--- config.mk ---
export PLATFORM = sky130hd
export DESIGN_NAME = pjm_core
export DESIGN_NICKNAME = d
export VERILOG_FILES = /design/src/rtl/pjm_core.v
export VERILOG_INCLUDE_DIRS = /design/src /design/src/rtl
export SDC_FILE = /design/constraint.sdc
export NUM_CORES = 2
export LEC_CHECK = 0
export BUFFER_PORTS_ARGS = -buffer_cell sky130_fd_sc_hd__clkbuf_2
export CAP_MARGIN = 10
export CELL_PAD_IN_SITES_DETAIL_PLACEMENT = 1
export CELL_PAD_IN_SITES_GLOBAL_PLACEMENT = 2
export CORE_AREA = 2 2 290 292
export DETAILED_ROUTE_END_ITERATION = 7
export DIE_AREA = 0 0 292 294
export PLACE_DENSITY = 0.91
export RECOVER_POWER = 50
export SYNTH_ARGS = -nofsm -noshare
export SYNTH_HDL_FRONTEND = slang
export SYNTH_SLANG_ARGS = --single-unit
--- constraint.sdc ---
create_clock -name clk -period 69.8 [get_ports clk]
set_input_delay 6.98 -clock clk [delete_from_list [all_inputs] [get_ports clk]]
set_output_delay 6.98 -clock clk [all_outputs]
set_load 0.03 [all_outputs]
--- src/rtl/pjm_defines.vh ---
// opcode, field and reset-value constants for the jump and move decoder
`ifndef PJM_DEFINES_VH
`define PJM_DEFINES_VH
`define PJM_OP_JT1_LOW 8'h46
`define PJM_OP_JT0_HIGH 8'h36
`define PJM_OP_JT1_HIGH 8'h56
`define PJM_OP_JNZ 8'h96
`define PJM_OP_JZ 8'hC6
`define PJM_OP_JOUT_FULL 8'h86
`define PJM_OP_JTIMER 8'h16
`define PJM_OP_MOV_A_IMM 8'h23
`define PJM_OP_MOV_A_PSW 8'hC7
`define PJM_OP_MOV_A_T 8'h42
`define PJM_OP_MOV_PSW_A 8'hD7
`define PJM_OP_MOV_STS_A 8'h90
`define PJM_OP_MOV_T_A 8'h62
`define PJM_OP_PAGE_READ 8'hA3
`define PJM_OP_OUT_BUF 8'h02
`define PJM_OP_NOP 8'h00
`define PJM_GRP_A_REG 5'h1F
`define PJM_GRP_REG_A 5'h15
`define PJM_GRP_REG_IMM 5'h17
`define PJM_GRP_A_IND 7'h78
`define PJM_GRP_IND_A 7'h50
`define PJM_GRP_IND_IMM 7'h58
`define PJM_GRP_EXP_RD 6'h03
`define PJM_GRP_EXP_WR 6'h0F
`define PJM_EXP_PORT_BASE 3'h4
`define PJM_STS_HI_MSB 7
`define PJM_STS_HI_LSB 4
`define PJM_PC_RST 11'h000
`define PJM_BYTE_RST 8'h00
`endif

--- src/rtl/pjm_core.v ---
// instruction decode and execute for test jumps and data moves
`timescale 1ns/1ns
`default_nettype none
`include "pjm_defines.vh"

module pjm_core (
  input wire clk, // 20 MHz clock
  input wire rst, // synchronous reset, active high
  output reg [10:0] prog_addr_ff, // program memory address
  input wire [7:0] prog_data, // program byte, valid cycle after address
  input wire test_input_zero, // test pin 0, asynchronous
  input wire test_input_one, // test pin 1, asynchronous
  input wire timer_tick, // one-cycle count enable from outside
  input wire timer_irq_en, // timer-overflow interrupt enable
  output reg timer_irq_req_ff, // one-cycle interrupt start pulse
  output reg timer_rollover_flag_ff, // timer flag
  input wire host_out_clear, // host read the output buffer
  output reg host_out_full_flag_ff, // output buffer full flag
  output reg [7:0] host_data_buffer_ff, // output data buffer
  output reg [7:0] host_status_reg_ff, // host status register
  input wire [3:0] host_status_low, // low status bits owned elsewhere
  output reg [2:0] exp_port_ff, // selected expander port number
  output reg [3:0] exp_wdata_ff, // expander write nibble
  output reg exp_wr_ff, // one-cycle expander write strobe
  output reg exp_rd_ff, // one-cycle expander read strobe
  input wire [3:0] exp_rdata, // expander read nibble
  output reg [7:0] acc_ff, // accumulator
  output reg [7:0] program_status_word_ff, // status word
  output reg [7:0] timer_ff // timer/counter
);

  // ------------------------------------------------------------
  // state machine and storage
  // ------------------------------------------------------------
  localparam ST_FETCH = 2'd0;
  localparam ST_DECODE = 2'd1;
  localparam ST_SECOND = 2'd2;
  localparam ST_TABLE = 2'd3;

  reg [1:0] state_ff;
  reg [10:0] pc_ff;
  reg [7:0] op_ff;
  // 64 bytes; indirect pointers keep only their low six bits
  reg [7:0] dmem [0:63];

  // working registers live in data memory; bank from status bit 4
  function [5:0] reg_addr;
    input [2:0] r;
    input bank;
    begin
      reg_addr = bank ? {3'h3, r} : {3'h0, r};
    end
  endfunction

  // ports 4..7 from the two low opcode bits; the add cannot carry out
  function [2:0] exp_port_of;
    input [1:0] sel;
    begin
      exp_port_of = `PJM_EXP_PORT_BASE + {1'b0, sel};
    end
  endfunction

  wire [5:0] wreg_addr = reg_addr(op_ff[2:0], program_status_word_ff[4]);
  wire [5:0] ptr_addr = reg_addr({2'h0, op_ff[0]},
    program_status_word_ff[4]);
  wire [7:0] wreg_val = dmem[wreg_addr];
  wire [5:0] ind_addr = dmem[ptr_addr][5:0];
  wire [7:0] ind_val = dmem[ind_addr];
  // pc has moved past the pad byte; one back is the byte after the opcode
  wire [10:0] pc_back = pc_ff - 11'h001;

  wire two_cycle = (op_ff == `PJM_OP_JT1_LOW) || (op_ff == `PJM_OP_JT0_HIGH)
    || (op_ff == `PJM_OP_JT1_HIGH) || (op_ff == `PJM_OP_JNZ)
    || (op_ff == `PJM_OP_JZ) || (op_ff == `PJM_OP_JOUT_FULL)
    || (op_ff == `PJM_OP_JTIMER) || (op_ff == `PJM_OP_MOV_A_IMM)
    || (op_ff[7:3] == `PJM_GRP_REG_IMM) || (op_ff[7:1] == `PJM_GRP_IND_IMM);

  // ------------------------------------------------------------
  // opcode group decode
  // ------------------------------------------------------------
  wire is_a_reg = (op_ff[7:3] == `PJM_GRP_A_REG);
  wire is_reg_a = (op_ff[7:3] == `PJM_GRP_REG_A);
  wire is_reg_imm = (op_ff[7:3] == `PJM_GRP_REG_IMM);
  wire is_a_ind = (op_ff[7:1] == `PJM_GRP_A_IND);
  wire is_ind_a = (op_ff[7:1] == `PJM_GRP_IND_A);
  wire is_ind_imm = (op_ff[7:1] == `PJM_GRP_IND_IMM);
  wire is_exp_rd = (op_ff[7:2] == `PJM_GRP_EXP_RD);
  wire is_exp_wr = (op_ff[7:2] == `PJM_GRP_EXP_WR);
  wire is_out_buf = (op_ff == `PJM_OP_OUT_BUF);
  wire is_page_rd = (op_ff == `PJM_OP_PAGE_READ);

  // ------------------------------------------------------------
  // test pin synchronisers: change taken when stages 2 and 3 agree
  // ------------------------------------------------------------
  wire [1:0] pin_raw = {test_input_one, test_input_zero};
  wire [1:0] pin_clean;
  genvar g;
  generate
    for (g = 0; g < 2; g = g + 1) begin : g_pin
      reg [2:0] sync_ff;
      reg clean_ff;
      always @(posedge clk) begin
        if (rst) begin
          sync_ff <= 3'h0;
          clean_ff <= 1'b0;
        end else begin
          sync_ff <= {sync_ff[1:0], pin_raw[g]};
          // a lone glitch never reaches the jump condition
          if (sync_ff[1] == sync_ff[2]) clean_ff <= sync_ff[2];
        end
      end
      assign pin_clean[g] = clean_ff;
    end
  endgenerate
  wire t0_ok = pin_clean[0];
  wire t1_ok = pin_clean[1];

  // ------------------------------------------------------------
  // jump condition
  // ------------------------------------------------------------
  // pins are judged from the filtered copies, never the raw inputs
  reg take_jump;
  always @* begin
    case (op_ff)
      `PJM_OP_JT1_LOW: take_jump = !t1_ok;
      `PJM_OP_JT0_HIGH: take_jump = t0_ok;
      `PJM_OP_JT1_HIGH: take_jump = t1_ok;
      `PJM_OP_JNZ: take_jump = |acc_ff;
      `PJM_OP_JZ: take_jump = ~|acc_ff;
      `PJM_OP_JOUT_FULL: take_jump = host_out_full_flag_ff;
      `PJM_OP_JTIMER: take_jump = timer_rollover_flag_ff;
      default: take_jump = 1'b0;
    endcase
  end

  // ------------------------------------------------------------
  // execute slots
  // ------------------------------------------------------------
  // executes this cycle (output-buffer write and timer load in decode, everything else in second)
  // buffer write and timer load finish in the next decode slot while acc is steady
  wire exec1 = (state_ff == ST_DECODE);
  wire exec2 = (state_ff == ST_SECOND);
  wire out_buf_exec = exec1 && is_out_buf;
  wire jtf_exec = exec2 && (op_ff == `PJM_OP_JTIMER);
  wire [7:0] timer_inc = timer_ff + 8'h01;
  wire timer_load = exec1 && (op_ff == `PJM_OP_MOV_T_A);
  wire rollover = timer_tick && !timer_load && (timer_inc == 8'h00);

  // ------------------------------------------------------------
  // timer and flag: rollover set wins over the clearing jump
  // ------------------------------------------------------------
  always @(posedge clk) begin
    if (rst) begin
      timer_ff <= `PJM_BYTE_RST;
      timer_rollover_flag_ff <= 1'b0;
      timer_irq_req_ff <= 1'b0;
    end else begin
      timer_irq_req_ff <= rollover && timer_irq_en;
      if (timer_load) timer_ff <= acc_ff;
      else if (timer_tick) timer_ff <= timer_inc;
      if (rollover) timer_rollover_flag_ff <= 1'b1;
      else if (jtf_exec) timer_rollover_flag_ff <= 1'b0;
    end
  end

  // ------------------------------------------------------------
  // sequencer and datapath
  // ------------------------------------------------------------
  always @(posedge clk) begin
    if (rst) begin
      state_ff <= ST_FETCH;
      pc_ff <= `PJM_PC_RST;
      prog_addr_ff <= `PJM_PC_RST;
      op_ff <= `PJM_OP_NOP;
      acc_ff <= `PJM_BYTE_RST;
      program_status_word_ff <= `PJM_BYTE_RST;
      host_status_reg_ff <= `PJM_BYTE_RST;
      host_data_buffer_ff <= `PJM_BYTE_RST;
      host_out_full_flag_ff <= 1'b0;
      exp_port_ff <= `PJM_EXP_PORT_BASE;
      exp_wdata_ff <= 4'h0;
      exp_wr_ff <= 1'b0;
      exp_rd_ff <= 1'b0;
    end else begin
      exp_wr_ff <= 1'b0;
      exp_rd_ff <= 1'b0;
      host_status_reg_ff[3:0] <= host_status_low;
      // host read clears, our write sets; the set wins
      if (out_buf_exec) begin
        host_data_buffer_ff <= acc_ff;
        host_out_full_flag_ff <= 1'b1;
      end else if (host_out_clear) begin
        host_out_full_flag_ff <= 1'b0;
      end
      case (state_ff)
        ST_FETCH: begin
          state_ff <= ST_DECODE;
        end
        ST_DECODE: begin
          op_ff <= prog_data;
          state_ff <= ST_SECOND;
          if (two_cycle_in(prog_data)) begin
            pc_ff <= pc_ff + 11'h002;
            prog_addr_ff <= pc_ff + 11'h001;
          end else begin
            pc_ff <= pc_ff + 11'h001;
            prog_addr_ff <= pc_ff + 11'h001;
          end
        end
        ST_SECOND: begin
          state_ff <= ST_FETCH;
          prog_addr_ff <= pc_ff;
          exec_op(prog_data);
        end
        ST_TABLE: begin
          acc_ff <= prog_data;
          prog_addr_ff <= pc_ff;
          state_ff <= ST_DECODE;
        end
        default: state_ff <= ST_FETCH;
      endcase
    end
  end

  // ------------------------------------------------------------
  // decode and execute helpers
  // ------------------------------------------------------------
  // every opcode counted as two bytes; the program-bus byte is not decoded
  function two_cycle_in;
    input [7:0] o;
    begin
      two_cycle_in = 1'b1;
    end
  endfunction

  // second-cycle execution; operand is the byte after the opcode
  task exec_op;
    input [7:0] operand;
    begin
      if (two_cycle && take_jump) begin
        pc_ff <= {pc_ff[10:8], operand};
        prog_addr_ff <= {pc_ff[10:8], operand};
      end
      case (op_ff)
        `PJM_OP_MOV_A_IMM: acc_ff <= operand;
        `PJM_OP_MOV_A_PSW: acc_ff <= program_status_word_ff;
        `PJM_OP_MOV_A_T: acc_ff <= timer_ff;
        `PJM_OP_MOV_PSW_A: program_status_word_ff <= acc_ff;
        `PJM_OP_MOV_STS_A: host_status_reg_ff[`PJM_STS_HI_MSB:
          `PJM_STS_HI_LSB] <= acc_ff[7:4];
        `PJM_OP_PAGE_READ: begin
          // page of the byte after the opcode: only offset 255 moves on
          prog_addr_ff <= {pc_back[10:8], acc_ff};
          state_ff <= ST_TABLE;
        end
        default: begin
        end
      endcase
      if (is_a_reg) acc_ff <= wreg_val;
      if (is_reg_a) dmem[wreg_addr] <= acc_ff;
      if (is_reg_imm) dmem[wreg_addr] <= operand;
      if (is_a_ind) acc_ff <= ind_val;
      if (is_ind_a) dmem[ind_addr] <= acc_ff;
      if (is_ind_imm) dmem[ind_addr] <= operand;
      // expander traffic: one strobe per execute, port held afterwards
      if (is_exp_rd) begin
        exp_port_ff <= exp_port_of(op_ff[1:0]);
        exp_rd_ff <= 1'b1;
        acc_ff <= {4'h0, exp_rdata};
      end
      if (is_exp_wr) begin
        exp_port_ff <= exp_port_of(op_ff[1:0]);
        exp_wdata_ff <= acc_ff[3:0];
        exp_wr_ff <= 1'b1;
      end
    end
  endtask

endmodule
`default_nettype wire

**Yosys cells after proc, flatten, opt, wreduce, memory -nomap -nowiden**

Cells that the tools add are included.

- Add/sub/neg operators: 5
- Multipliers: 0
- Divide/modulo/power cells: 0
- Magnitude comparators: 5
- Equality and inequality tests: 29
- Shift-type cells: 0
- Muxes and demuxes: 51
- Bitwise operators: 5
- Reduce and logical (&&, ||, !) cells: 39

Operator list:

| operator | number |
|---|---|
| $mux W512 | 10 |
| $bwmux W512 | 4 |
| $bmux W8 S6 | 3 |
| $demux W8 S6 | 2 |
| $mux W8 | 12 |
| $eq A8 B8 Y1 const B | 7 |
| $pmux W11 S3 | 1 |
| $eq A8 B7 Y1 const B | 4 |
| $pmux W8 S3 | 1 |
| $pmux W11 S2 | 1 |
| $eq A7 B7 Y1 const B | 3 |
| $ge A7 B7 Y1 const B | 3 |
| $eq A8 B6 Y1 const B | 2 |
| $pmux W8 S2 | 1 |
| $eq A5 B5 Y1 const B | 3 |
| $lt A7 B1 Y1 const B | 2 |
| $not A5 Y7 | 2 |
| $mux W6 | 2 |
| $reduce_and A2 Y1 | 6 |
| $reduce_bool A2 Y1 | 6 |
| $add A11 B1 Y11 const B | 1 |
| $add A11 B2 Y11 const B | 1 |
| $mux W11 | 1 |
| $sub A11 B1 Y11 const B | 1 |
| 26 further kinds | 55 |

- Register bits after elaboration: 604
- Latch bits: 0
- Bits in writable memories: 0
- Bits in read-only memories: 0
- Input port bits: 23
- Output and inout port bits: 63
- Logic and storage cells: 219
- Memories kept: 0

**Logic depth before layout (Yosys ltp)**

- Depth in word-level cells: 20
- Mapped depth: 14
- Mapped depth without buffers: 9

**Worst setup path after synthesis**

OpenSTA, ideal clock, no wires.

- Path type: input -> register
- Start point: input port rst
- End point: register dmem[0] in the netlist's numbering (enable)
- Library setup time: 1.402 ns
- Data arrival time: 28.574 ns
- Required time: 68.398 ns
- Path slack: 39.824 ns
- Stages on the path: 3
- Buffers on the path: 2
- Cell sequence: clkbuf_1 > buf_1 > nor2_1

- Longest elaborated chain between the ends: 2

Ends and longest elaborated chain:

| element | RTL line | source |
|---|---|---|
| start, declared | pjm_core.v:8 | `input wire rst,` |
| $not A1 Y1 (no source line) | n/a |  |
| $reduce_and A2 Y1 (no source line) | n/a |  |
| end, declared | pjm_core.v:44 | `reg [7:0] dmem [0:63];` |

Every way passes these cells.
A chain may end at the register's enable or synchronous reset.

**Worst setup path in the final report**

- Start point: input port rst
- End point: register dmem[168] in the netlist's numbering (enable)

The elaborated chain is that of the path after synthesis.

==> flow_summary.toml <==
[critical_path]
reg2reg_to = "dmem[168]"
arrival_ns = 17.76
r2r-start = "state_ff[0]"
crit_type = "in2reg"
critPathRequiredTime_ns = 70.06
crit_path_max_fanout = 163
critPathLaunchType = "primary input"
rr_worst_depth = 7
rrSetupSlack_ns = 58.61
crit_path_end_kind = "flop"

[clock_network]
cts_setup_buffers = 0
clk_path_buf_depth = 3
root_buffer = "clkbuf_16"
insertion_delay_ns = 0.66
cts_hold_buf = 0
htree_num_levels = 3
ctsResizeCount = 0
cts_buffers = 73
numClockSinks = 603
clkTransAtPathRegs_ns = 0.06
tritoncts = "built"

[min_path]
whs_path_depth = 1
hp-start = "g_pin[0].sync_ff[0]"
whs_endpoint = "g_pin[0].sync_ff[1]"
hold_class = "reg2reg"

[cells_and_area]
synthToLayoutAreaGrowth_pct = 8.92
seqCellArea_mm2 = 0.0172
finalNetCount = 3715
postLayoutCoreUtil = 0.473
fillers = 9322
multi_input_area_mm2 = 0.0173
drive_above_1_share = 0.0917

[route]
viasPerCell = 7.01
wl_per_cell_um = 30.7
vias = 33800
drtIter0Drc = 4465
postRouteAntennaNets = 0
dr.pass1.iters = 5
wl_mm = 148
drcViolationCount = 0

[timing]
post-route-min-period_ns = 17.50
grt_setup_unrepaired = "false"
finalSetupTns_ns = 0
hold_viol = 0
worst_slew_pin_slew_ns = 10.42
final-setup-viol-count = 0
slew_headroom = -5.95
whs_ns = 0.459
fmax_mhz = 57.1
skew_ns = 0.0193
period_share = 0.251
drv_slew = 888

[place]
gp_congestion = 0.939
portBuffers = 84
hpwl_mm = 90.1

[logic_synthesis]
synth_edf_count = 512
synth.cell_area_mm2 = 0.0360
syn_inst = 3838
synth_top_area_share = 0.427
ys_top_cells_by_count = "o21ai_0 (924), edfxtp_1 (512), nand2_1 (381), clkbuf_1 (333), o22ai_1 (283)"
synth-xor-area-share = 0.00340
synth_area_per_cell_um2 = 9.39
synthesis.nets = 3871
synth-compound-area-share = 0.264
synthMuxAreaShare = 0.104
yosys_warnings = 0
ys_seq_elements = 603
synth_top_family_by_area = "compound AO/OA/AOI/OAI gates"
synthFlopType = "edfxtp_1"
async_reset_ff_frac = 0
yosys.area_share.simple = 0.101
yosysUniqueCellTypes = 78
ys_seq_area_frac = 0.477
yosys.area.top_type = "edfxtp_1"
synth.area.top_cells = "edfxtp_1 (43%), o21ai_0 (13%), mux2i_1 (6.0%), dfxtp_1 (5.1%), o22ai_1 (4.9%)"
synth_most_common_cell = "o21ai_0"
synth_fa_ha_area_frac = 0.00347

[floorplan]
rows = 106
die_w_um = 292
coreArea_mm2 = 0.0829
initial_core_util = 0.435
ios = 86
die_height_um = 294
die_area_mm2 = 0.0858

[pwr]
p_leak_nw = 12.9
ir_drop_uv = 20.6
power.density_mw_per_mm2 = 32.5

[job]
cap_violations = 17

[outcome]
violations = "max-capacitance violations, max-slew violations"
run_status = "finished, violations left"

[global_routing]
antenna_found_initial = 2
grt_overflow = 0
grt_pass1_vias = 33200
grt_usage = 0.338
grt_max_degree = 181
grt_first_pass_wirelength_mm = 220
==> critical path, stage by stage <==
cell	delay, ns
clkbuf_1	0.70
nor2_1	0.90
clkbuf_1	7.17
buf_4	1.72
==> cell type report <==
type,count,share of cell area
antenna,2,0.000128
clock buffer,99,0.0514
clock inverter,35,0.00807
inverter,15,0.00143
multi-input combinational,2814,0.440
sequential,603,0.439
tap,1080,0.0344
timing repair buffer,175,0.0254
==> power by group <==
| group | internal [W] | total [W] | switching (W) |
|---|---|---|---|
| clock network | 0.000213 | 0.000382 | 0.000169 |
| registers | 0.000470 | 0.000508 | 0.0000380 |
| logic | 0.000105 | 0.000385 | 0.000279 |
| total | 0.000789 | 0.00127 | 0.000486 |
==> kinds of logic (layout without fill, tap and decap cells) <==
family | after synthesis | in the layout
AO/OA/AOI/OAI | 1682 | 1682
AND/OR/NAND/NOR | 807 | 807
flip-flops | 603 | 603
buffers and inverters | 421 | 324
multiplexers | 300 | 300
XOR/XNOR | 14 | 14
adder cells (fa/ha/maj) | 10 | 10
other | 1 | 3
==> sequential cells by signal, indices dropped and copies added, names as in the netlist, 2 cells and up <==
| register | count |
|---|---|
| g_pin.clean_ff | 2 |
| state_ff | 2 |
| timer_ff | 8 |
| g_pin.sync_ff | 6 |
| exp_wdata_ff | 4 |
| dmem | 512 |
| host_data_buffer_ff | 8 |
| exp_port_ff | 2 |
| op_ff | 8 |
| program_status_word_ff | 8 |
| prog_addr_ff | 11 |
| host_status_reg_ff | 8 |
| acc_ff | 8 |
| pc_ff | 11 |
==> routing by layer <==
metal / share of wire / vias to the layer above / GRT usage
met5: 0.00016 / - / 0
met4: 0.064 / 4 / 0.187
met3: 0.11 / 503 / 0.0856
met2: 0.44 / 2063 / 0.514
met1: 0.38 / 16800 / 0.441
li1: - / 14400 / -
==> through the flow <==
stage | setup slack (ns) | area (um^2) | total power (W) | cells
global placement | 59.93 | 37100 | 0.000864 | 4686
detailed placement | 59.89 | 37100 | 0.000875 | 4687
floorplan | 39.82 | 36000 | 0.000765 | 3838
global route | 51.79 | 39200 | 0.00131 | 4821
CTS | 60.57 | 39400 | 0.00125 | 4821
finish | 52.30 | 39200 | 0.00128 | 4823
==> how the worst max path moves through the flow <==
stage / slack, ns / from / end
after floorplan: 39.82 / rst / dmem[0]
after global placement: 59.93 / rst / dmem[400]
after detailed placement: 59.89 / rst / dmem[400]
after CTS: 60.57 / rst / dmem[177]
after global routing: 51.79 / rst / dmem[168]
final: 52.30 / rst / dmem[168]
==> cells in the final DEF (no fill, tap or decap), drive strengths merged, types with 50 or more instances in the layout <==
cell type	count
o22ai	283
a21oi	212
nor2	176
buf	75
nand2	385
o21ai	926
a22oi	50
dfxtp	91
edfxtp	512
a31oi	56
mux4	58
clkbuf	198
mux2i	216
No activity file was read; power rests on OpenSTA's default activity.
